File: config.mk
export PLATFORM = sky130hd
export DESIGN_NAME = radiometer_data_commutator_control
export DESIGN_NICKNAME = d
export VERILOG_FILES = /design/src/shared/rdcc_pkg.sv /design/src/radiometer_data_commutator_control.sv /design/src/sync_burst_gen.sv
export SDC_FILE = /design/constraint.sdc
export NUM_CORES = 1
export LEC_CHECK = 0
export BUFFER_PORTS_ARGS = -buffer_cell sky130_fd_sc_hd__clkbuf_2
export CORE_ASPECT_RATIO = 1.25
export CORE_UTILIZATION = 40
export DETAILED_ROUTE_END_ITERATION = 8
export GPL_ROUTABILITY_DRIVEN = 1
export HOLD_SLACK_MARGIN = 0.1
export PLACE_DENSITY = 0.61
export SLEW_MARGIN = 20
export SYNTH_ARGS = -nofsm -noshare
export SYNTH_HDL_FRONTEND = slang
export SYNTH_SLANG_ARGS = --single-unit
File: constraint.sdc
create_clock -name pclk -period 2 [get_ports pclk]
set_input_delay 0.1 -clock pclk [delete_from_list [all_inputs] [get_ports pclk]]
set_output_delay 0.1 -clock pclk [all_outputs]
set_load 0.1 [all_outputs]
File: src/shared/rdcc_pkg.sv
// Overview of operation
// - only the processor paired with the radiometer in use runs; the other idles
// - night passes thermal only; day passes visible or thermal per command
// - seven 300 Hz sync pulses precede each scan line, after housing scan
// - housing scan swaps recorder data for telemetry, except one calibration scan
// - one shared address register steps both commutators together
// - data-connect strobe at housing scan end reconnects data to recorders
// - telemetry-connect strobe at housing scan start switches recorders to telemetry
// - commutator slot 2 carries marker: 300 Hz thermal, 150 Hz visible
// - thermal if night or day+thermal; visible if day+visible with neither night nor thermal; off if neither day nor night
// - sequencer starts next reference edge; divide by eight, preset while idle
package rdcc_pkg;
	// register map, byte addresses
	localparam logic [7:0]  CTRL_OFS    = 8'h00;
	localparam logic [7:0]  STATUS_OFS  = 8'h04;
	localparam logic [31:0] CTRL_RESET  = 32'h0000_0000;
	// control fields
	localparam int UNIT_SEL_BIT = 0;
	localparam int DAY_BIT      = 1;
	localparam int NIGHT_BIT    = 2;
	localparam int THERMAL_BIT  = 3;
	localparam int VISIBLE_BIT  = 4;
	localparam int CTRL_W       = 5;
	// status fields
	localparam int ST_THERMAL_BIT = 0;
	localparam int ST_VISIBLE_BIT = 1;
	localparam int ST_OFF_BIT     = 2;
	localparam int ST_BUSY_BIT    = 3;
	localparam int ST_DATA_BIT    = 4;
	localparam int ST_CALIB_BIT   = 5;
	localparam int ST_ADDR_LSB    = 8;
	// timing: reference rate and derived dividers
	localparam int REF_HZ          = 2400;
	localparam int SYNC_HZ         = 300;
	localparam int SYNC_DIV        = REF_HZ / SYNC_HZ;
	localparam int DIV_W           = $clog2(SYNC_DIV);
	localparam logic [2:0] DIV_PRESET  = 3'h7;
	localparam logic [3:0] SYNC_PULSES = 4'h7;
	// marker tones taken from a free counter on reference edges
	localparam int MARK_CNT_W      = 4;
	localparam int MARK_THERMAL_BIT = 2;
	localparam int MARK_VISIBLE_BIT = 3;
	// commutator
	localparam int COMM_ADDR_W  = 4;
	localparam int MARKER_SLOT  = 2;
	localparam int CAL_SLOT     = 0;
	localparam int UNITS        = 2;

	typedef enum logic [2:0] {
		SEQ_IDLE  = 3'b001,
		SEQ_ARM   = 3'b010,
		SEQ_BURST = 3'b100
	} seq_state_t;
endpackage

File: src/radiometer_data_commutator_control.sv
`timescale 1ns/10ps
module radiometer_data_commutator_control #(
	parameter int ADDR_W = rdcc_pkg::COMM_ADDR_W
) (
	// clock and reset
	input  wire logic              pclk,
	input  wire logic              presetn,
	// apb slave
	input  wire logic              psel,
	input  wire logic              penable,
	input  wire logic              pwrite,
	input  wire logic [7:0]        paddr,
	input  wire logic [31:0]       pwdata,
	output logic [31:0]            prdata,
	output logic                   pready,
	output logic                   pslverr,
	// timing reference from the timing source unit
	input  wire logic              ref_clk_in,
	// scan phase strobes, one pair per scan radiometer
	input  wire logic [1:0]        data_connect_strobe,
	input  wire logic [1:0]        telemetry_connect_strobe,
	// processor activation
	output logic [1:0]             unit_active,
	// real-time channel control
	output logic                   rt_thermal_sel,
	output logic                   rt_visible_sel,
	output logic                   rt_off,
	output logic                   rt_data_gate,
	output logic                   rt_sync,
	// recorder commutation
	output logic                   rec_data_connect,
	output logic                   rec_calib,
	output logic [ADDR_W-1:0]      comm_addr,
	output logic                   thermal_marker,
	output logic                   visible_marker
);
	generate
		if (ADDR_W < 2 || ADDR_W > 8) begin : g_bad_addr_w
			$error("ADDR_W must be 2..8 so that the marker slot exists");
		end
	endgenerate

	function automatic logic [2:0] pick_output(input logic day, input logic night,
		input logic thermal, input logic visible);
		logic th;
		logic vi;
		th = night || (day && thermal);
		vi = day && !night && visible && !thermal;
		// bit2 off, bit1 visible, bit0 thermal
		pick_output = {!(day || night), vi, th};
	endfunction

	// ---------------- apb register file ----------------
	logic [rdcc_pkg::CTRL_W-1:0] ctrl_r, ctrl_nxt;
	logic [31:0] prdata_r, prdata_nxt;
	logic        err_r, err_nxt;
	logic [31:0] status;
	logic        setup;
	logic        hit_ctrl;
	logic        hit_stat;

	assign setup = psel && !penable;
	assign hit_ctrl = (paddr == rdcc_pkg::CTRL_OFS);
	assign hit_stat = (paddr == rdcc_pkg::STATUS_OFS);

	always_comb begin
		ctrl_nxt = ctrl_r;
		prdata_nxt = prdata_r;
		err_nxt = err_r;
		// answer is prepared in setup so access completes with no wait state
		if (setup) begin
			err_nxt = !(hit_ctrl || hit_stat) || (pwrite && hit_stat);
			prdata_nxt = 32'h0000_0000;
			if (!pwrite && hit_ctrl) begin
				prdata_nxt = {{(32-rdcc_pkg::CTRL_W){1'b0}}, ctrl_r};
			end
			if (!pwrite && hit_stat) begin
				prdata_nxt = status;
			end
		end
		if (psel && penable && pwrite && hit_ctrl) begin
			ctrl_nxt = pwdata[rdcc_pkg::CTRL_W-1:0];
		end
	end

	always_ff @(posedge pclk or negedge presetn) begin
		if (!presetn) begin
			ctrl_r <= rdcc_pkg::CTRL_RESET[rdcc_pkg::CTRL_W-1:0];
			prdata_r <= 32'h0000_0000;
			err_r <= 1'b0;
		end else begin
			ctrl_r <= ctrl_nxt;
			prdata_r <= prdata_nxt;
			err_r <= err_nxt;
		end
	end

	assign prdata = prdata_r;
	assign pready = 1'b1;
	assign pslverr = psel && penable && err_r;

	// ---------------- reference edge and input sampling ----------------
	logic                        ref_q_r, ref_q_nxt;
	logic                        tick;
	logic [rdcc_pkg::CTRL_W-1:0] cmd_r, cmd_nxt;
	logic [1:0]                  dc_s_r, dc_s_nxt;
	logic [1:0]                  tc_s_r, tc_s_nxt;
	logic [rdcc_pkg::MARK_CNT_W-1:0] mark_r, mark_nxt;
	logic                        unit;
	logic                        dc_ev;
	logic                        tc_ev;

	// the reference is slow; its rising edge is a one-cycle tick of pclk
	assign tick = ref_clk_in && !ref_q_r;

	always_comb begin
		ref_q_nxt = ref_clk_in;
		cmd_nxt = cmd_r;
		dc_s_nxt = dc_s_r;
		tc_s_nxt = tc_s_r;
		mark_nxt = mark_r;
		if (tick) begin
			cmd_nxt = ctrl_r;
			dc_s_nxt = data_connect_strobe;
			tc_s_nxt = telemetry_connect_strobe;
			mark_nxt = mark_r + 1'b1;
		end
	end

	always_ff @(posedge pclk or negedge presetn) begin
		if (!presetn) begin
			ref_q_r <= 1'b0;
			cmd_r <= rdcc_pkg::CTRL_RESET[rdcc_pkg::CTRL_W-1:0];
			dc_s_r <= 2'h0;
			tc_s_r <= 2'h0;
			mark_r <= '0;
		end else begin
			ref_q_r <= ref_q_nxt;
			cmd_r <= cmd_nxt;
			dc_s_r <= dc_s_nxt;
			tc_s_r <= tc_s_nxt;
			mark_r <= mark_nxt;
		end
	end

	assign unit = cmd_r[rdcc_pkg::UNIT_SEL_BIT];
	// strobes count only as new levels seen at a reference edge
	assign dc_ev = tick && data_connect_strobe[unit] && !dc_s_r[unit];
	assign tc_ev = tick && telemetry_connect_strobe[unit] && !tc_s_r[unit];

	// ---------------- sync burst generators, one per radiometer ----------------
	logic [1:0] busy_u;
	logic [1:0] sync_u;

	generate
		for (genvar u = 0; u < rdcc_pkg::UNITS; u++) begin : g_unit
			sync_burst_gen u_sync (
				.pclk     (pclk),
				.presetn  (presetn),
				.enable   (unit == u),
				.tick     (tick),
				.start    (dc_ev),
				.sync_out (sync_u[u]),
				.busy     (busy_u[u])
			);
		end
	endgenerate

	// ---------------- real-time selection and commutator ----------------
	logic [2:0]        sel_r, sel_nxt;
	logic [1:0]        act_r, act_nxt;
	logic [ADDR_W-1:0] addr_r, addr_nxt;
	logic              conn_r, conn_nxt;
	logic              cal_r, cal_nxt;
	logic              tmark_r, tmark_nxt;
	logic              vmark_r, vmark_nxt;
	logic              gate_r, gate_nxt;
	logic              sync_r, sync_nxt;
	logic              marker_slot;

	assign marker_slot = (addr_r == ADDR_W'(rdcc_pkg::MARKER_SLOT));

	always_comb begin
		sel_nxt = pick_output(cmd_r[rdcc_pkg::DAY_BIT], cmd_r[rdcc_pkg::NIGHT_BIT],
			cmd_r[rdcc_pkg::THERMAL_BIT], cmd_r[rdcc_pkg::VISIBLE_BIT]);
		act_nxt = unit ? 2'b10 : 2'b01;
		addr_nxt = addr_r;
		conn_nxt = conn_r;
		cal_nxt = cal_r;
		if (dc_ev) begin
			conn_nxt = 1'b1;
			cal_nxt = 1'b0;
		end else if (tc_ev) begin
			// one address register steps both commutators together
			addr_nxt = addr_r + 1'b1;
			if (addr_r + 1'b1 == ADDR_W'(rdcc_pkg::CAL_SLOT)) begin
				cal_nxt = 1'b1;
				// the calibration scan is recorded, so the data path stays on
				conn_nxt = 1'b1;
			end else begin
				conn_nxt = 1'b0;
			end
		end
		tmark_nxt = !conn_r && !cal_r && marker_slot
			&& mark_r[rdcc_pkg::MARK_THERMAL_BIT];
		vmark_nxt = !conn_r && !cal_r && marker_slot
			&& mark_r[rdcc_pkg::MARK_VISIBLE_BIT];
		gate_nxt = !busy_u[unit] && !sel_r[2];
		sync_nxt = sync_u[unit];
	end

	always_ff @(posedge pclk or negedge presetn) begin
		if (!presetn) begin
			sel_r <= 3'b100;
			act_r <= 2'b01;
			addr_r <= '0;
			conn_r <= 1'b1;
			cal_r <= 1'b0;
			tmark_r <= 1'b0;
			vmark_r <= 1'b0;
			gate_r <= 1'b0;
			sync_r <= 1'b0;
		end else begin
			sel_r <= sel_nxt;
			act_r <= act_nxt;
			addr_r <= addr_nxt;
			conn_r <= conn_nxt;
			cal_r <= cal_nxt;
			tmark_r <= tmark_nxt;
			vmark_r <= vmark_nxt;
			gate_r <= gate_nxt;
			sync_r <= sync_nxt;
		end
	end

	assign unit_active = act_r;
	assign rt_thermal_sel = sel_r[0];
	assign rt_visible_sel = sel_r[1];
	assign rt_off = sel_r[2];
	assign rt_data_gate = gate_r;
	assign rt_sync = sync_r;
	assign rec_data_connect = conn_r;
	assign rec_calib = cal_r;
	assign comm_addr = addr_r;
	assign thermal_marker = tmark_r;
	assign visible_marker = vmark_r;

	always_comb begin
		status = 32'h0000_0000;
		status[rdcc_pkg::ST_THERMAL_BIT] = sel_r[0];
		status[rdcc_pkg::ST_VISIBLE_BIT] = sel_r[1];
		status[rdcc_pkg::ST_OFF_BIT] = sel_r[2];
		status[rdcc_pkg::ST_BUSY_BIT] = busy_u[unit];
		status[rdcc_pkg::ST_DATA_BIT] = conn_r;
		status[rdcc_pkg::ST_CALIB_BIT] = cal_r;
		status[rdcc_pkg::ST_ADDR_LSB +: ADDR_W] = addr_r;
	end

	off_select_a: assert property (@(posedge pclk) disable iff (!presetn)
		(!cmd_r[rdcc_pkg::DAY_BIT] && !cmd_r[rdcc_pkg::NIGHT_BIT]) |=> (rt_off && !rt_thermal_sel
		&& !rt_visible_sel))
		else $error("real-time output not forced off");
	night_thermal_a: assert property (@(posedge pclk) disable iff (!presetn)
		cmd_r[rdcc_pkg::NIGHT_BIT] |=> (rt_thermal_sel && !rt_visible_sel))
		else $error("night selection not thermal only");
	one_active_a: assert property (@(posedge pclk) disable iff (!presetn)
		$onehot(unit_active) && !busy_u[!unit_active[1]] && !sync_u[!unit_active[1]])
		else $error("inactive processor is running");
	data_reconnect_a: assert property (@(posedge pclk) disable iff (!presetn)
		dc_ev |=> rec_data_connect && !rec_calib)
		else $error("data not reconnected on data-connect strobe");
	telemetry_swap_a: assert property (@(posedge pclk) disable iff (!presetn)
		(tc_ev && !dc_ev) |=> (comm_addr == $past(comm_addr) + 1'b1)
		&& (rec_data_connect == (comm_addr == ADDR_W'(rdcc_pkg::CAL_SLOT))))
		else $error("telemetry commutation wrong at housing scan start");
	marker_slot_a: assert property (@(posedge pclk) disable iff (!presetn)
		(thermal_marker || visible_marker) |-> $past(marker_slot && !conn_r))
		else $error("marker outside commutator slot 2");
	burst_gate_a: assert property (@(posedge pclk) disable iff (!presetn)
		busy_u[unit] |=> !rt_data_gate)
		else $error("data path open during sync burst");
	apb_error_a: assert property (@(posedge pclk) disable iff (!presetn)
		(psel && penable && !$past(hit_ctrl) && !$past(hit_stat) && $stable(paddr)) |-> pslverr)
		else $error("unmapped access not flagged");
endmodule

File: src/sync_burst_gen.sv
`timescale 1ns/10ps
module sync_burst_gen (
	// clock and reset
	input  wire logic pclk,
	input  wire logic presetn,
	// control
	input  wire logic enable,
	input  wire logic tick,
	input  wire logic start,
	// burst outputs
	output logic      sync_out,
	output logic      busy
);
	rdcc_pkg::seq_state_t state_r, state_nxt;
	logic [2:0] div_r, div_nxt;
	logic [3:0] pcnt_r, pcnt_nxt;
	logic       sync_r, sync_nxt;

	always_comb begin
		state_nxt = state_r;
		div_nxt = div_r;
		pcnt_nxt = pcnt_r;
		sync_nxt = 1'b0;
		case (state_r)
			rdcc_pkg::SEQ_IDLE: begin
				div_nxt = rdcc_pkg::DIV_PRESET;
				pcnt_nxt = 4'h0;
				if (enable && tick && start) begin
					state_nxt = rdcc_pkg::SEQ_ARM;
				end
			end
			rdcc_pkg::SEQ_ARM: begin
				div_nxt = rdcc_pkg::DIV_PRESET;
				if (tick) begin
					state_nxt = rdcc_pkg::SEQ_BURST;
					div_nxt = div_r + 3'h1;
				end
			end
			rdcc_pkg::SEQ_BURST: begin
				if (tick) begin
					div_nxt = div_r + 3'h1;
					if (div_r == rdcc_pkg::DIV_PRESET) begin
						pcnt_nxt = pcnt_r + 4'h1;
						if (pcnt_r + 4'h1 == rdcc_pkg::SYNC_PULSES) begin
							state_nxt = rdcc_pkg::SEQ_IDLE;
						end
					end
				end
			end
			default: begin
				state_nxt = rdcc_pkg::SEQ_IDLE;
			end
		endcase
		// taken from the next divider value so the first pulse of a burst is full width
		sync_nxt = (state_nxt == rdcc_pkg::SEQ_BURST) && !div_nxt[2];
		// a deselected unit drops out at once, not at the end of its burst
		if (!enable) begin
			state_nxt = rdcc_pkg::SEQ_IDLE;
			sync_nxt = 1'b0;
		end
	end

	always_ff @(posedge pclk or negedge presetn) begin
		if (!presetn) begin
			state_r <= rdcc_pkg::SEQ_IDLE;
			div_r <= rdcc_pkg::DIV_PRESET;
			pcnt_r <= 4'h0;
			sync_r <= 1'b0;
		end else begin
			state_r <= state_nxt;
			div_r <= div_nxt;
			pcnt_r <= pcnt_nxt;
			sync_r <= sync_nxt;
		end
	end

	assign sync_out = sync_r;
	assign busy = (state_r == rdcc_pkg::SEQ_BURST);

	preset_hold_a: assert property (@(posedge pclk) disable iff (!presetn)
		(state_r == rdcc_pkg::SEQ_IDLE) |=> (div_r == 3'h7))
		else $error("divider not preset while idle");
	arm_cause_a: assert property (@(posedge pclk) disable iff (!presetn)
		$rose(state_r == rdcc_pkg::SEQ_ARM) |-> $past(tick && start && enable))
		else $error("sequencer armed without strobe on a reference edge");
	pulse_count_a: assert property (@(posedge pclk) disable iff (!presetn)
		(state_r == rdcc_pkg::SEQ_BURST) |-> (pcnt_r < 4'h7))
		else $error("more than seven sync pulses");
	sync_idle_a: assert property (@(posedge pclk) disable iff (!presetn)
		(state_r != rdcc_pkg::SEQ_BURST) |-> !sync_r)
		else $error("sync pulse outside a burst");
endmodule

* Word-level counts from Yosys, hierarchy flattened
Index checks and enable logic that the tools add are counted.
** Cells by class
- Equality and inequality tests :: 18
- Reductions and logical operators :: 61
- $lt $le $gt $ge :: 1
- Bitwise gates (word level) :: 2
- Add/subtract/negate cells :: 6
- Mux-type cells :: 49
** Operator list (count)
- 2-to-1 mux 3 bit :: 16
- case mux 3 bit (3 select lines) :: 4
- logical AND 1 bit :: 28
- 2-to-1 mux 1 bit :: 20
- equality test 3 bit (second input constant) :: 6
- adder 4 x 1 -> 4 bit (second input constant) :: 4
- 2-to-1 mux 4 bit :: 4
- case mux 4 bit (2 select lines) :: 2
- zero test 1 bit :: 15
- 2-to-1 mux 12 bit :: 1
- equality test 4 x 3 -> 1 bit (second input constant) :: 2
- equality test 8 x 3 -> 1 bit (second input constant) :: 1
- zero test 8 bit :: 1
- AND reduction 2 bit :: 4
- nonzero test 2 bit :: 4
- adder 3 x 1 -> 3 bit (second input constant) :: 2
- equality test 3 x 1 -> 1 bit (second input constant) :: 2
- equality test 3 x 2 -> 1 bit (second input constant) :: 2
- inequality test 2 bit (second input constant) :: 3
- AND reduction 3 bit :: 2
- nonzero test 3 bit :: 2
- 2-to-1 mux 5 bit :: 1
- equality test 4 x 2 -> 1 bit (second input constant) :: 1
- zero test 4 bit :: 1
- 5 further kinds :: 9
** Word-level totals
- Bits in registers :: 89
- Logic and storage cells :: 164

* Longest topological paths before layout
Gate-level depths: netlist (run 1).
- Word-level depth :: 10
- Gate-level depth with buffers :: 6
- Depth with buffers taken out :: 6

* Cells and area by module
Synthesis (run 1) repeated with hierarchy kept, for this count alone.
** Second synthesis, totals
- Cells, all modules :: 326
- Area, all modules :: 3423.3 sq um
** By module, submodules not included
- radiometer_data_commutator_control :: instances 1, seq. area each 1129.8 sq um, cells each 190, area an instance 2054.5 sq um
- sync_burst_gen :: instances 2, seq. area each 280.3 sq um, cells each 68, area an instance 684.4 sq um

* Worst setup path after synthesis (run 1)
Ideal clock, no wire load.
- Path type :: register to register
- Start :: register addr_r[0] (netlist: comm_addr[0])
- End :: register cal_r (netlist: rec_calib)
- Setup time :: 0.073 ns
- Path slack :: 0.214 ns
- Clock period less this slack :: 1.786 ns
- Stages on the path, launching flop included :: 6
- Arrival time :: 1.713 ns
- Path buffers :: 0
- Cell sequence :: dfrtp_1 > ha_1 > nand2_1 > a21oi_1 > a21oi_1 > nor2_1
** On the way
- Cells in the longest elaborated chain, start to end :: 4
** Ends and longest elaborated chain
- start: declaration :: RTL line radiometer_data_commutator_control.sv:172 : logic [ADDR_W-1:0] addr_r, addr_nxt;
- start signal: assignment :: RTL line radiometer_data_commutator_control.sv:226 : addr_r <= addr_nxt;
- adder 4 x 1 -> 4 bit :: RTL line radiometer_data_commutator_control.sv:196 : if (addr_r + 1'b1 == ADDR_W'(rdcc_pkg::CAL_SLOT)) begin
- zero test 4 bit :: RTL line radiometer_data_commutator_control.sv:196
- nonzero test 2 bit (no source line)
- AND reduction 2 bit (no source line)
- end signal: assignment :: RTL line radiometer_data_commutator_control.sv:228 : cal_r <= cal_nxt;
- end: declaration :: RTL line radiometer_data_commutator_control.sv:174 : logic cal_r, cal_nxt;
Every way passes these cells.
A chain may end at the register's enable or synchronous reset.

* Final worst setup path (run 1)
- Start :: register g_unit[1].u_sync.state_r[0]
- End :: register g_unit[1].u_sync.pcnt_r[3]
** On the way
- Cells in the longest elaborated chain, start to end :: 3
** Ends and longest elaborated chain
- start: declaration :: RTL line sync_burst_gen.sv:14 : rdcc_pkg::seq_state_t state_r, state_nxt;
- start signal: assignment :: RTL line sync_burst_gen.sv:65 : state_r <= rdcc_pkg::SEQ_IDLE;
- start signal: assignment :: RTL line sync_burst_gen.sv:70 : state_r <= state_nxt;
- equality test 3 bit or equality test 3 x 1 -> 1 bit (tied branches) :: RTL line sync_burst_gen.sv:24 : case (state_r)
- inequality test 2 bit (no source line) or nonzero test 2 bit (tied branches)
- AND reduction 3 bit (no source line)
- end signal: assignment :: RTL line sync_burst_gen.sv:72 : pcnt_r <= pcnt_nxt;
- end: declaration :: RTL line sync_burst_gen.sv:16 : logic [3:0] pcnt_r, pcnt_nxt;
Several ways; a longest one is shown, not always the timed one.

==> metrics.cfg, run 1 <==
[status]
run_status=finished, violations left
violations=DRC

[cells_and_area]
multi_input_area_mm2=0.00153
seq_area_mm2=0.00169
nFillCells=793
fin_cells=491
design_area_mm2=0.00401
drive_above_1_share_pct=24.9
nets=450
areaGrowthSynthToFinish_pct=17.6
antennaDiodeCount=0

[synthesis]
synth-edff-count=0
yosys-top-cells-area=dfrtp_1 41%, dfstp_2 8.5%, buf_4 5.1%, nand2_1 5.0%, ha_1 4.0%
async_flop_share_pct=100
yosysTopAreaCellShare_pct=41.1
synth_top_cell_by_area=dfrtp_1
yosys.cell_types.count=58
ys_ff_latch=67
yosys_warnings=0
yosysSeqAreaShare_pct=49.6
syn_inst=327
synth_area_per_cell_um2=10.4
ys.flop_type=dfrtp_1
syn-cell-area_mm2=0.00341

[floorplanning]
die_height_um=105
core_area_mm2=0.00824
pin_count=99
die_w_um=84.5
start_util_pct=41.3
fp.dieArea_mm2=0.00889
rows=37

[power_and_ir_drop]
power_density_mw_per_mm2=943
ir_drop_uv=489
internal-power_mw=2.30
p_seq_share_pct=42.9
clock_power_share_pct=30.1
power_switching_mw=1.47
p_comb_share_pct=27.0
swShare_pct=39.0
leakagePower_nw=1.94

[timing]
rsz0062_at_grt=no
period_minus_slack_ns=1.79
setup_viol=0
fin_tns_setup_ns=0
relSlewSlack_pct=63.2
fin_skew_ns=0.0104
fin_crit_sh_pct=89.6
drv_slew=0
hold_violations=0
tightest_slew_ns=0.555
clock.fmax_mhz=558
hold_slack_ns=0.146

[cts]
tritoncts=done
cts.repair.resized=0
cts_sinks=67
clk_pin_slew_ns=0.07
clock_tree.root_cell=clkbuf_8
h-tree-depth=3
clk_latency_ns=0.34
numCtsBuffers=9
cts_max_path_buffers=2
cts_setup_buffers=0

[hold_path]
min_to=err_r
hold_start=pwrite
hold-path-cell-count=4
hp-class=input port to flop

[drt]
vias=2494
vias_per_cell=5.08
drc=3
drt-wirelength-per-cell_um=13.4
drtIter0Drc=104
drtPass1Iterations=6
drt_wl_total_mm=6.60
ant_nets=0

[placed_design]
dp_hpwl_mm=4.64
port_buffers=48
placed_area_mm2=0.00369
dp_cells=464
gp_congestion=0.750

[critical_path]
cp_max_fo=12
critPathLaunch=g_unit[1].u_sync.state_r[0]
cp-start-kind=flop
cp.required_ns=2.28
end_kind=flop
cp.arrival_ns=2.07
r2r_start=g_unit[1].u_sync.state_r[0]
r2r_end=g_unit[1].u_sync.pcnt_r[3]
critPathKind=flop to flop
regToRegSetupSlack_ns=0.21
reg2regPathDepth=4

[grt]
grt_usage_pct=16.3
overflow=0
grt_pass1_vias=2445
antenna_found_initial=0
grt_start_max_net_pins=68
grt_pass1_wl_mm=11.4

[job]
cap_viol_max_count=0

-- final cells by class --
type	instances	share of cell area (%)
inverter	8	0.750
tap	97	3.03
sequential	67	42.2
timing repair buffer	68	10.7
clock inverter	5	1.56
clock buffer	11	3.53
multi-input combinational	235	38.2
-- stage by stage --
step                total power, mW  setup slack [ns]  util (%)
finish                         3.78             0.208      48.6
global route                   3.96           0.00837      48.6
CTS                            3.82             0.194      48.6
detailed placement             2.65             0.224      44.8
global placement               2.64             0.256      44.8
floorplan                      2.49             0.214         -
-- cell usage after synthesis, types with 4 or more instances --
cell / number
a22o_1: 8
nor2_1: 10
nand3_1: 14
and2_1: 5
nand2_1: 45
buf_4: 23
nor2b_1: 5
dfstp_2: 11
mux2_2: 7
nand2b_1: 7
a21oi_1: 11
clkbuf_1: 8
o21ai_0: 13
dfrtp_1: 56
ha_1: 11
and3_1: 4
inv_1: 8
xnor2_1: 8
buf_2: 6
a221o_1: 6
nor3b_1: 5
a21o_1: 5
-- worst max path at each step --
stage	to	slack [ns]	depth (start not counted)
3_5_place_dp	g_unit[0].u_sync.sync_out	0.22	6
3_3_place_gp	g_unit[1].u_sync.pcnt_r[3]	0.26	4
2_1_floorplan	rec_calib	0.21	5
5_1_grt	g_unit[1].u_sync.pcnt_r[3]	0.008	4
4_1_cts	g_unit[1].u_sync.pcnt_r[3]	0.19	4
6_report	g_unit[1].u_sync.pcnt_r[3]	0.21	4
-- layout by cell type, fill, tap and decap left out, types with 4 or more instances in the layout --
master,count
clkbuf_2,47
nor2b_1,4
a22o_1,8
clkbuf_8,10
and3_1,4
nand2_1,45
and2_1,5
a21o_1,5
inv_1,8
o21ai_0,13
a21oi_1,11
dfrtp_1,56
nor3b_1,5
dlygate4sd3_1,11
xnor2_1,8
nor2_1,10
buf_4,8
a221o_1,6
mux2_2,7
nand2b_1,7
ha_1,11
conb_1,23
dfstp_2,11
nand3_1,14
-- state kept, by name, indices dropped and copies added, names as in the netlist --
signal,cells
cmd_r,5
visible_marker,1
rt_sync,1
dc_s_r,2
comm_addr,4
rec_data_connect,1
rec_calib,1
g_unit.u_sync.state_r,6
ref_q_r,1
mark_r,4
prdata,10
g_unit.u_sync.pcnt_r,8
unit_active,2
tc_s_r,2
err_r,1
ctrl_r,5
thermal_marker,1
g_unit.u_sync.sync_out,2
rt_data_gate,1
sel_r,3
g_unit.u_sync.div_r,6
-- power groups by stage --
stage	clock network [mW]	logic, mW	registers (mW)
after detailed placement	0	1.00	1.65
after CTS	1.17	1.02	1.62
after global routing	1.23	1.08	1.65
final	1.14	1.02	1.62
after floorplan	0	0.468	2.02
after global placement	0	0.997	1.65
-- per-layer routing --
layer  global-route usage (%)  share of wire (%)  up-vias
met4                     7.99                1.8        0
met2                     26.1                 49       42
met5                        0                  0        -
met3                     2.92                2.6       10
met1                     21.3                 46     1210
li1                         -                  -     1232
-- critical path: stages (launching register included) --
cell and delay (ns):
dfstp_2 0.64, nor3b_1 0.39, o21ai_0 0.26, o31ai_1 0.26, a22o_1 0.18
-- what timing repair did --
action,CTS,global route
hold buffers,11,0
hold endpoints to repair,77,0
setup endpoints to repair,0,0
-- cell families (layout without fill, tap and decap cells) --
| group | count (synthesis) | count (layout) | share of synthesized area (%) |
|---|---|---|---|
| and+or+nand+nor | 114 | 114 | 18.1 |
| muxes | 9 | 9 | 2.90 |
| DFF | 67 | 67 | 49.6 |
| xor gates and xnor gates | 11 | 11 | 2.83 |
| AOI/OAI and AO/OA | 67 | 67 | 14.4 |
| buffers and inverters | 46 | 92 | 7.83 |
| adders and majority gates | 11 | 11 | 4.04 |
| other | 2 | 23 | 0.221 |
No activity file was read; power rests on OpenSTA's default activity.
==> run 2: changes to the inputs <==
- ABC_AREA: not set -> 1
==> metrics.cfg, run 2 <==
[critical_path]
end_kind=flop
crit_slowest_cell=dlygate4sd3_1
regToRegSetupSlack_ns=0.49
cp.required_ns=2.23
r2r_end=g_unit[0].u_sync.sync_out
critPathLaunch=ref_clk_in
reg2regPathDepth=6
crit_chain=dlygate4sd3_1 > clkbuf_2 > inv_1 > nor2_4 > buf_4 > nand2_1 > nor2_1 > nand2_1 > nand2_1 > nand2_1 > nand2_1 > nor2_1
crit_family=buffers and inverters
critPathKind=input port to flop
cp_num_buf_inv=4
cp.arrival_ns=1.78
slowest_delay_ns=0.53
crit_top_cell=nand2_1
r2r_start=ref_q_r
cp_max_fo=11
cp-start-kind=input port

[job]
cap_viol_max_count=0

[floorplanning]
die_height_um=105
pin_count=99
start_util_pct=41.5
rows=37
die_w_um=84.7
fp.dieArea_mm2=0.00892
core_area_mm2=0.00824

[cts]
numCtsBuffers=9
cts_sinks=67
clk_latency_ns=0.34
cts.repair.resized=0
cts_setup_buffers=0
clk_pin_slew_ns=0.07
clock_tree.root_cell=clkbuf_8
cts_max_path_buffers=2
h-tree-depth=3
tritoncts=done

[grt]
gr-usage-met2_pct=27.6
use_met1_pct=21.1
gr-max-usage-layer=met2
grt_start_max_net_pins=68
antenna_found_initial=0
grtUsageMet3_pct=2.98
grt_pass1_vias=2572
overflow=0
grt_pass1_wl_mm=11.7
grt_usage_pct=16.6

[timing]
setup_viol=0
fin_tns_setup_ns=0
fin_skew_ns=0.00845
rsz0062_at_grt=no
tightest_slew_ns=0.547
drv_slew=0
relSlewSlack_pct=63.7
fin_crit_sh_pct=77.2
hold_violations=0
period_minus_slack_ns=1.54
clock.fmax_mhz=648

[cells_and_area]
drive_above_1_share_pct=19.4
fin_cells=577
layout_commonest_cell=nand2_1
final_cell_mix=126 x nand2_1, 56 x dfrtp_1, 47 x clkbuf_2, 46 x inv_1, 40 x nand3_1
areaGrowthSynthToFinish_pct=16.5
seq_area_mm2=0.00169
design_area_mm2=0.00398
multi_input_area_mm2=0.00141
post-route-util_pct=48.3
antennaDiodeCount=0
nFillCells=821
nets=536
largest_reg_flops=10

[placed_design]
placed_area_mm2=0.00370
dp_cells=550
dp_hpwl_mm=4.76
port_buffers=48
gp_congestion=0.747

[hold_path]
hold-path-cell-count=3
min_to=ctrl_r[4]
hold_start=pwrite
hp-class=input port to flop

[synthesis]
ys.flop_type=dfrtp_1
yosys-top-cells-area=dfrtp_1 41%, nand2_1 14%, dfstp_2 8.5%, nand3_1 5.9%, buf_4 5.1%
syn-cell-area_mm2=0.00342
yosysTopAreaCellShare_pct=41.0
ys_ff_latch=67
yosys_warnings=0
synth-edff-count=0
async_flop_share_pct=100
syn_inst=407
yosys.cell_types.count=37
yosysSeqAreaShare_pct=49.5
synthTopCellsByCount=126 x nand2_1, 56 x dfrtp_1, 46 x inv_1, 40 x nand3_1, 24 x nor2_1
yosysMostFrequentCell=nand2_1
synth_area_per_cell_um2=8.40
synth_top_cell_by_area=dfrtp_1

[drt]
vias=2681
drc=0
vias_per_cell=4.65
drtIter0Drc=95
drtPass1Iterations=6
drt-wirelength-per-cell_um=11.7
drt_wl_total_mm=6.73
ant_nets=0

[status]
run_status=complete, no violations

[power_and_ir_drop]
ir_drop_uv=1070
leakagePower_nw=2.13
power_density_mw_per_mm2=961

==> run 2: cell types whose count changed in the layout (fill, tap and decap cells not counted), moves of 7 or more <==
| cell | delta |
|---|---|
| nand3_1 | +26 |
| nand2b_1 | -7 |
| mux2_2 | -7 |
| a22o_1 | -8 |
| nor2_1 | +14 |
| inv_1 | +38 |
| a21oi_1 | -7 |
| nand2_1 | +81 |
==> run 2: cells by family (layout without fill, tap and decap cells) <==
| logic type | after synthesis | count (layout) | share of synthesized area (%) |
|---|---|---|---|
| flip-flops | 67 | 67 | 49.5 |
| adder cells (fa/ha/maj) | 11 | 11 | 4.03 |
| other | 2 | 23 | 0.220 |
| AO/OA/AOI/OAI | 33 | 33 | 5.49 |
| AND/OR/NAND/NOR | 211 | 211 | 27.7 |
| buffers and inverters | 77 | 129 | 11.5 |
| XOR/XNOR | 5 | 5 | 1.28 |
| multiplexers | 1 | 1 | 0.293 |
==> run 2: power breakdown <==
group | switching, mW | internal, mW
Clock | 0.486 | 0.516
Combinational | 0.936 | 0.227
Sequential | 0.144 | 1.51
==> run 2: metrics by stage <==
| step | setup slack, ns | power [mW] | hold slack [ns] |
|---|---|---|---|
| CTS | 0.453 | 3.86 | 0.127 |
| global placement | 0.493 | 2.81 | 0.150 |
| finish | 0.456 | 3.82 | 0.141 |
| floorplan | 0.298 | 2.63 | -0.196 |
| detailed placement | 0.485 | 2.83 | 0.151 |
| global route | 0.267 | 4.03 | 0.169 |
==> run 2: worst max path at each step <==
| stage | to | slack, ns | cells after the start |
|---|---|---|---|
| 2_1_floorplan | pslverr | 0.30 | 2 |
| 3_3_place_gp | g_unit[0].u_sync.sync_out | 0.49 | 6 |
| 3_5_place_dp | g_unit[0].u_sync.sync_out | 0.48 | 6 |
| 4_1_cts | g_unit[0].u_sync.sync_out | 0.45 | 12 |
| 5_1_grt | g_unit[0].u_sync.sync_out | 0.27 | 12 |
| 6_report | g_unit[0].u_sync.sync_out | 0.46 | 12 |
==> run 2: area by class of cell <==
type	instances	area share, %
Multi-Input combinational cell	284	35.5
Tap cell	97	3.05
Clock buffer	14	4.09
Sequential cell	67	42.5
Inverter	49	4.62
Timing Repair Buffer	64	10.1
Clock inverter	2	0.251
==> run 2: layer usage <==
metal	up-vias	share of wire (%)
met3	10	4.3
met1	1222	46
met4	0	1.8
li1	1376	-
met2	73	48
met5	-	0
==> run 2: repair_timing <==
action | CTS | global route
hold buffers | 11 | 0
endpoints found under the hold margin | 77 | 0
endpoints found under the setup margin | 0 | 0
==> run 2: worst reg2reg max path: stages (launching register included) <==
cell and delay, ns:
dfrtp_1 0.41, inv_1 0.08, nand2_2 0.23, o21ai_0 0.40, nand2_1 0.09, nand3_1 0.15
nor2_1 0.06
==> run 3: changes to the inputs <==
- PLACE_DENSITY: 0.61 -> 0.64
- clock period: 2 -> 1.4 ns (I/O delays scaled with it)
==> metrics.cfg, run 3 (synthesized netlist as in run 2, its figures left out) <==
[status]
run_status=finished, violations left
violations=setup timing

[critical_path]
cp.required_ns=1.63
cp-start-kind=flop
cp.arrival_ns=1.69
critPathKind=flop to flop
end_kind=flop
cp_max_fo=2
regToRegSetupSlack_ns=-0.06

[placed_design]
dp_cells=568
gp_congestion=0.850
dp_hpwl_mm=4.97
port_buffers=48
placed_area_mm2=0.00387

[cells_and_area]
antennaDiodeCount=0
fin_cells=605
layout_commonest_cell=nand2_1
design_area_mm2=0.00446
final_cell_mix=123 x nand2_1, 51 x dfrtp_1, 44 x inv_1, 44 x clkbuf_2, 36 x nand3_1
nFillCells=783
nets=564
drive_above_1_share_pct=28.3
areaGrowthSynthToFinish_pct=30.5
post-route-util_pct=54.1
largest_reg_flops=10

[timing]
clock.fmax_mhz=687
hold_violations=0
period_minus_slack_ns=1.46
rsz0062_at_grt=yes
fin_crit_sh_pct=104
drv_slew=0
fin_tns_setup_ns=-0.233
worst_slack_ns=-0.0555
relSlewSlack_pct=63.7
tightest_slew_ns=0.546
setup_viol=6
fin_skew_ns=0.0123

[floorplanning]
die_w_um=84.7
core_area_mm2=0.00824
fp.dieArea_mm2=0.00892
rows=37
start_util_pct=41.5
die_height_um=105
pin_count=99

[drt]
vias_per_cell=4.70
drtIter0Drc=136
drc=0
drt_wl_total_mm=7.02
drt-wirelength-per-cell_um=11.6
ant_nets=0
drtPass1Iterations=6
vias=2846

[power_and_ir_drop]
ir_drop_uv=1530
clock_power_share_pct=31.9
power_switching_mw=2.35
internal-power_mw=3.79
power_density_mw_per_mm2=1380
p_comb_share_pct=29.2
p_seq_share_pct=39.0
swShare_pct=38.3
leakagePower_nw=2.31

[cts]
clk_pin_slew_ns=0.08
cts_sinks=67
tritoncts=done
cts_max_path_buffers=2
numCtsBuffers=9
h-tree-depth=3
clock_tree.root_cell=clkbuf_8
clk_latency_ns=0.35

[grt]
gr-max-usage-layer=met2
use_met1_pct=19.9
grt_start_max_net_pins=68
grt_pass1_vias=2791
grtUsageMet3_pct=2.90
gr-usage-met2_pct=29.3
grt_pass1_wl_mm=12.0
grt_usage_pct=17.0
antenna_found_initial=0
overflow=0

[job]
cap_viol_max_count=0

[hold_path]
hp-class=input port to flop

-- run 3: final timing paths --
check | start | end | cells after the start
max | g_unit[0].u_sync.div_r[1] | g_unit[0].u_sync.sync_out | 11
min | pwrite | ctrl_r[3] | 3
max reg2reg | g_unit[0].u_sync.div_r[1] | g_unit[0].u_sync.sync_out | 11
min reg2reg | cmd_r[1] | sel_r[2] | 1
max in group asynchronous | presetn | rec_data_connect | 3
min in group asynchronous | presetn | g_unit[0].u_sync.pcnt_r[0] | 3
-- run 3: through the flow --
stage | setup slack (ns) | hold WS, ns | power [mW]
after detailed placement | -0.0588 | 0.117 | 4.14
after global placement | -0.0332 | 0.122 | 4.10
final | -0.0555 | 0.123 | 6.14
after floorplan | 0.00874 | -0.226 | 3.77
after CTS | -0.0403 | 0.118 | 6.17
after global routing | -0.164 | 0.138 | 6.43
-- run 3: worst max-delay path: stages (launching register included) --
cell	delay [ns]
dfstp_2	0.56
ha_4	0.14
ha_4	0.13
nand2_2	0.04
inv_2	0.04
nand2_2	0.05
nor2_4	0.10
nand2_1	0.05
nand2_1	0.06
nand2_1	0.05
nand2_1	0.07
nor2_1	0.05
-- run 3: repair_timing --
action	in CTS	in global routing
resized for setup	9	25
hold endpoints to repair	79	0
hold buffers	15	0
setup buffers	0	6
endpoints found under the setup margin	11	24
pin swaps	3	14
-- run 3: cell type report --
class                   instances  area, um2  share of cell area [%]
repair buffers                 92        669                    15.0
clock buffers                  10        128                    2.86
well taps                      97        121                    2.72
multi-input cells             284       1550                    34.7
flip-flops and latches         67       1700                    38.0
clock inverters                 6        115                    2.58
inverters                      49        184                    4.12
-- run 3: per-layer routing --
layer / vias to the layer above / part of all wire (%)
met1: 1332 / 44
met4: 0 / 2.7
met2: 66 / 50
met5: - / 0
li1: 1432 / -
met3: 16 / 3.4
-- run 3: power groups by stage --
stage / logic [mW] / registers (mW) / clock network [mW]
final: 1.79 / 2.39 / 1.96
after detailed placement: 1.72 / 2.43 / 0
after global routing: 1.94 / 2.43 / 2.06
after CTS: 1.76 / 2.40 / 2.01
after floorplan: 0.808 / 2.97 / 0
after global placement: 1.69 / 2.41 / 0
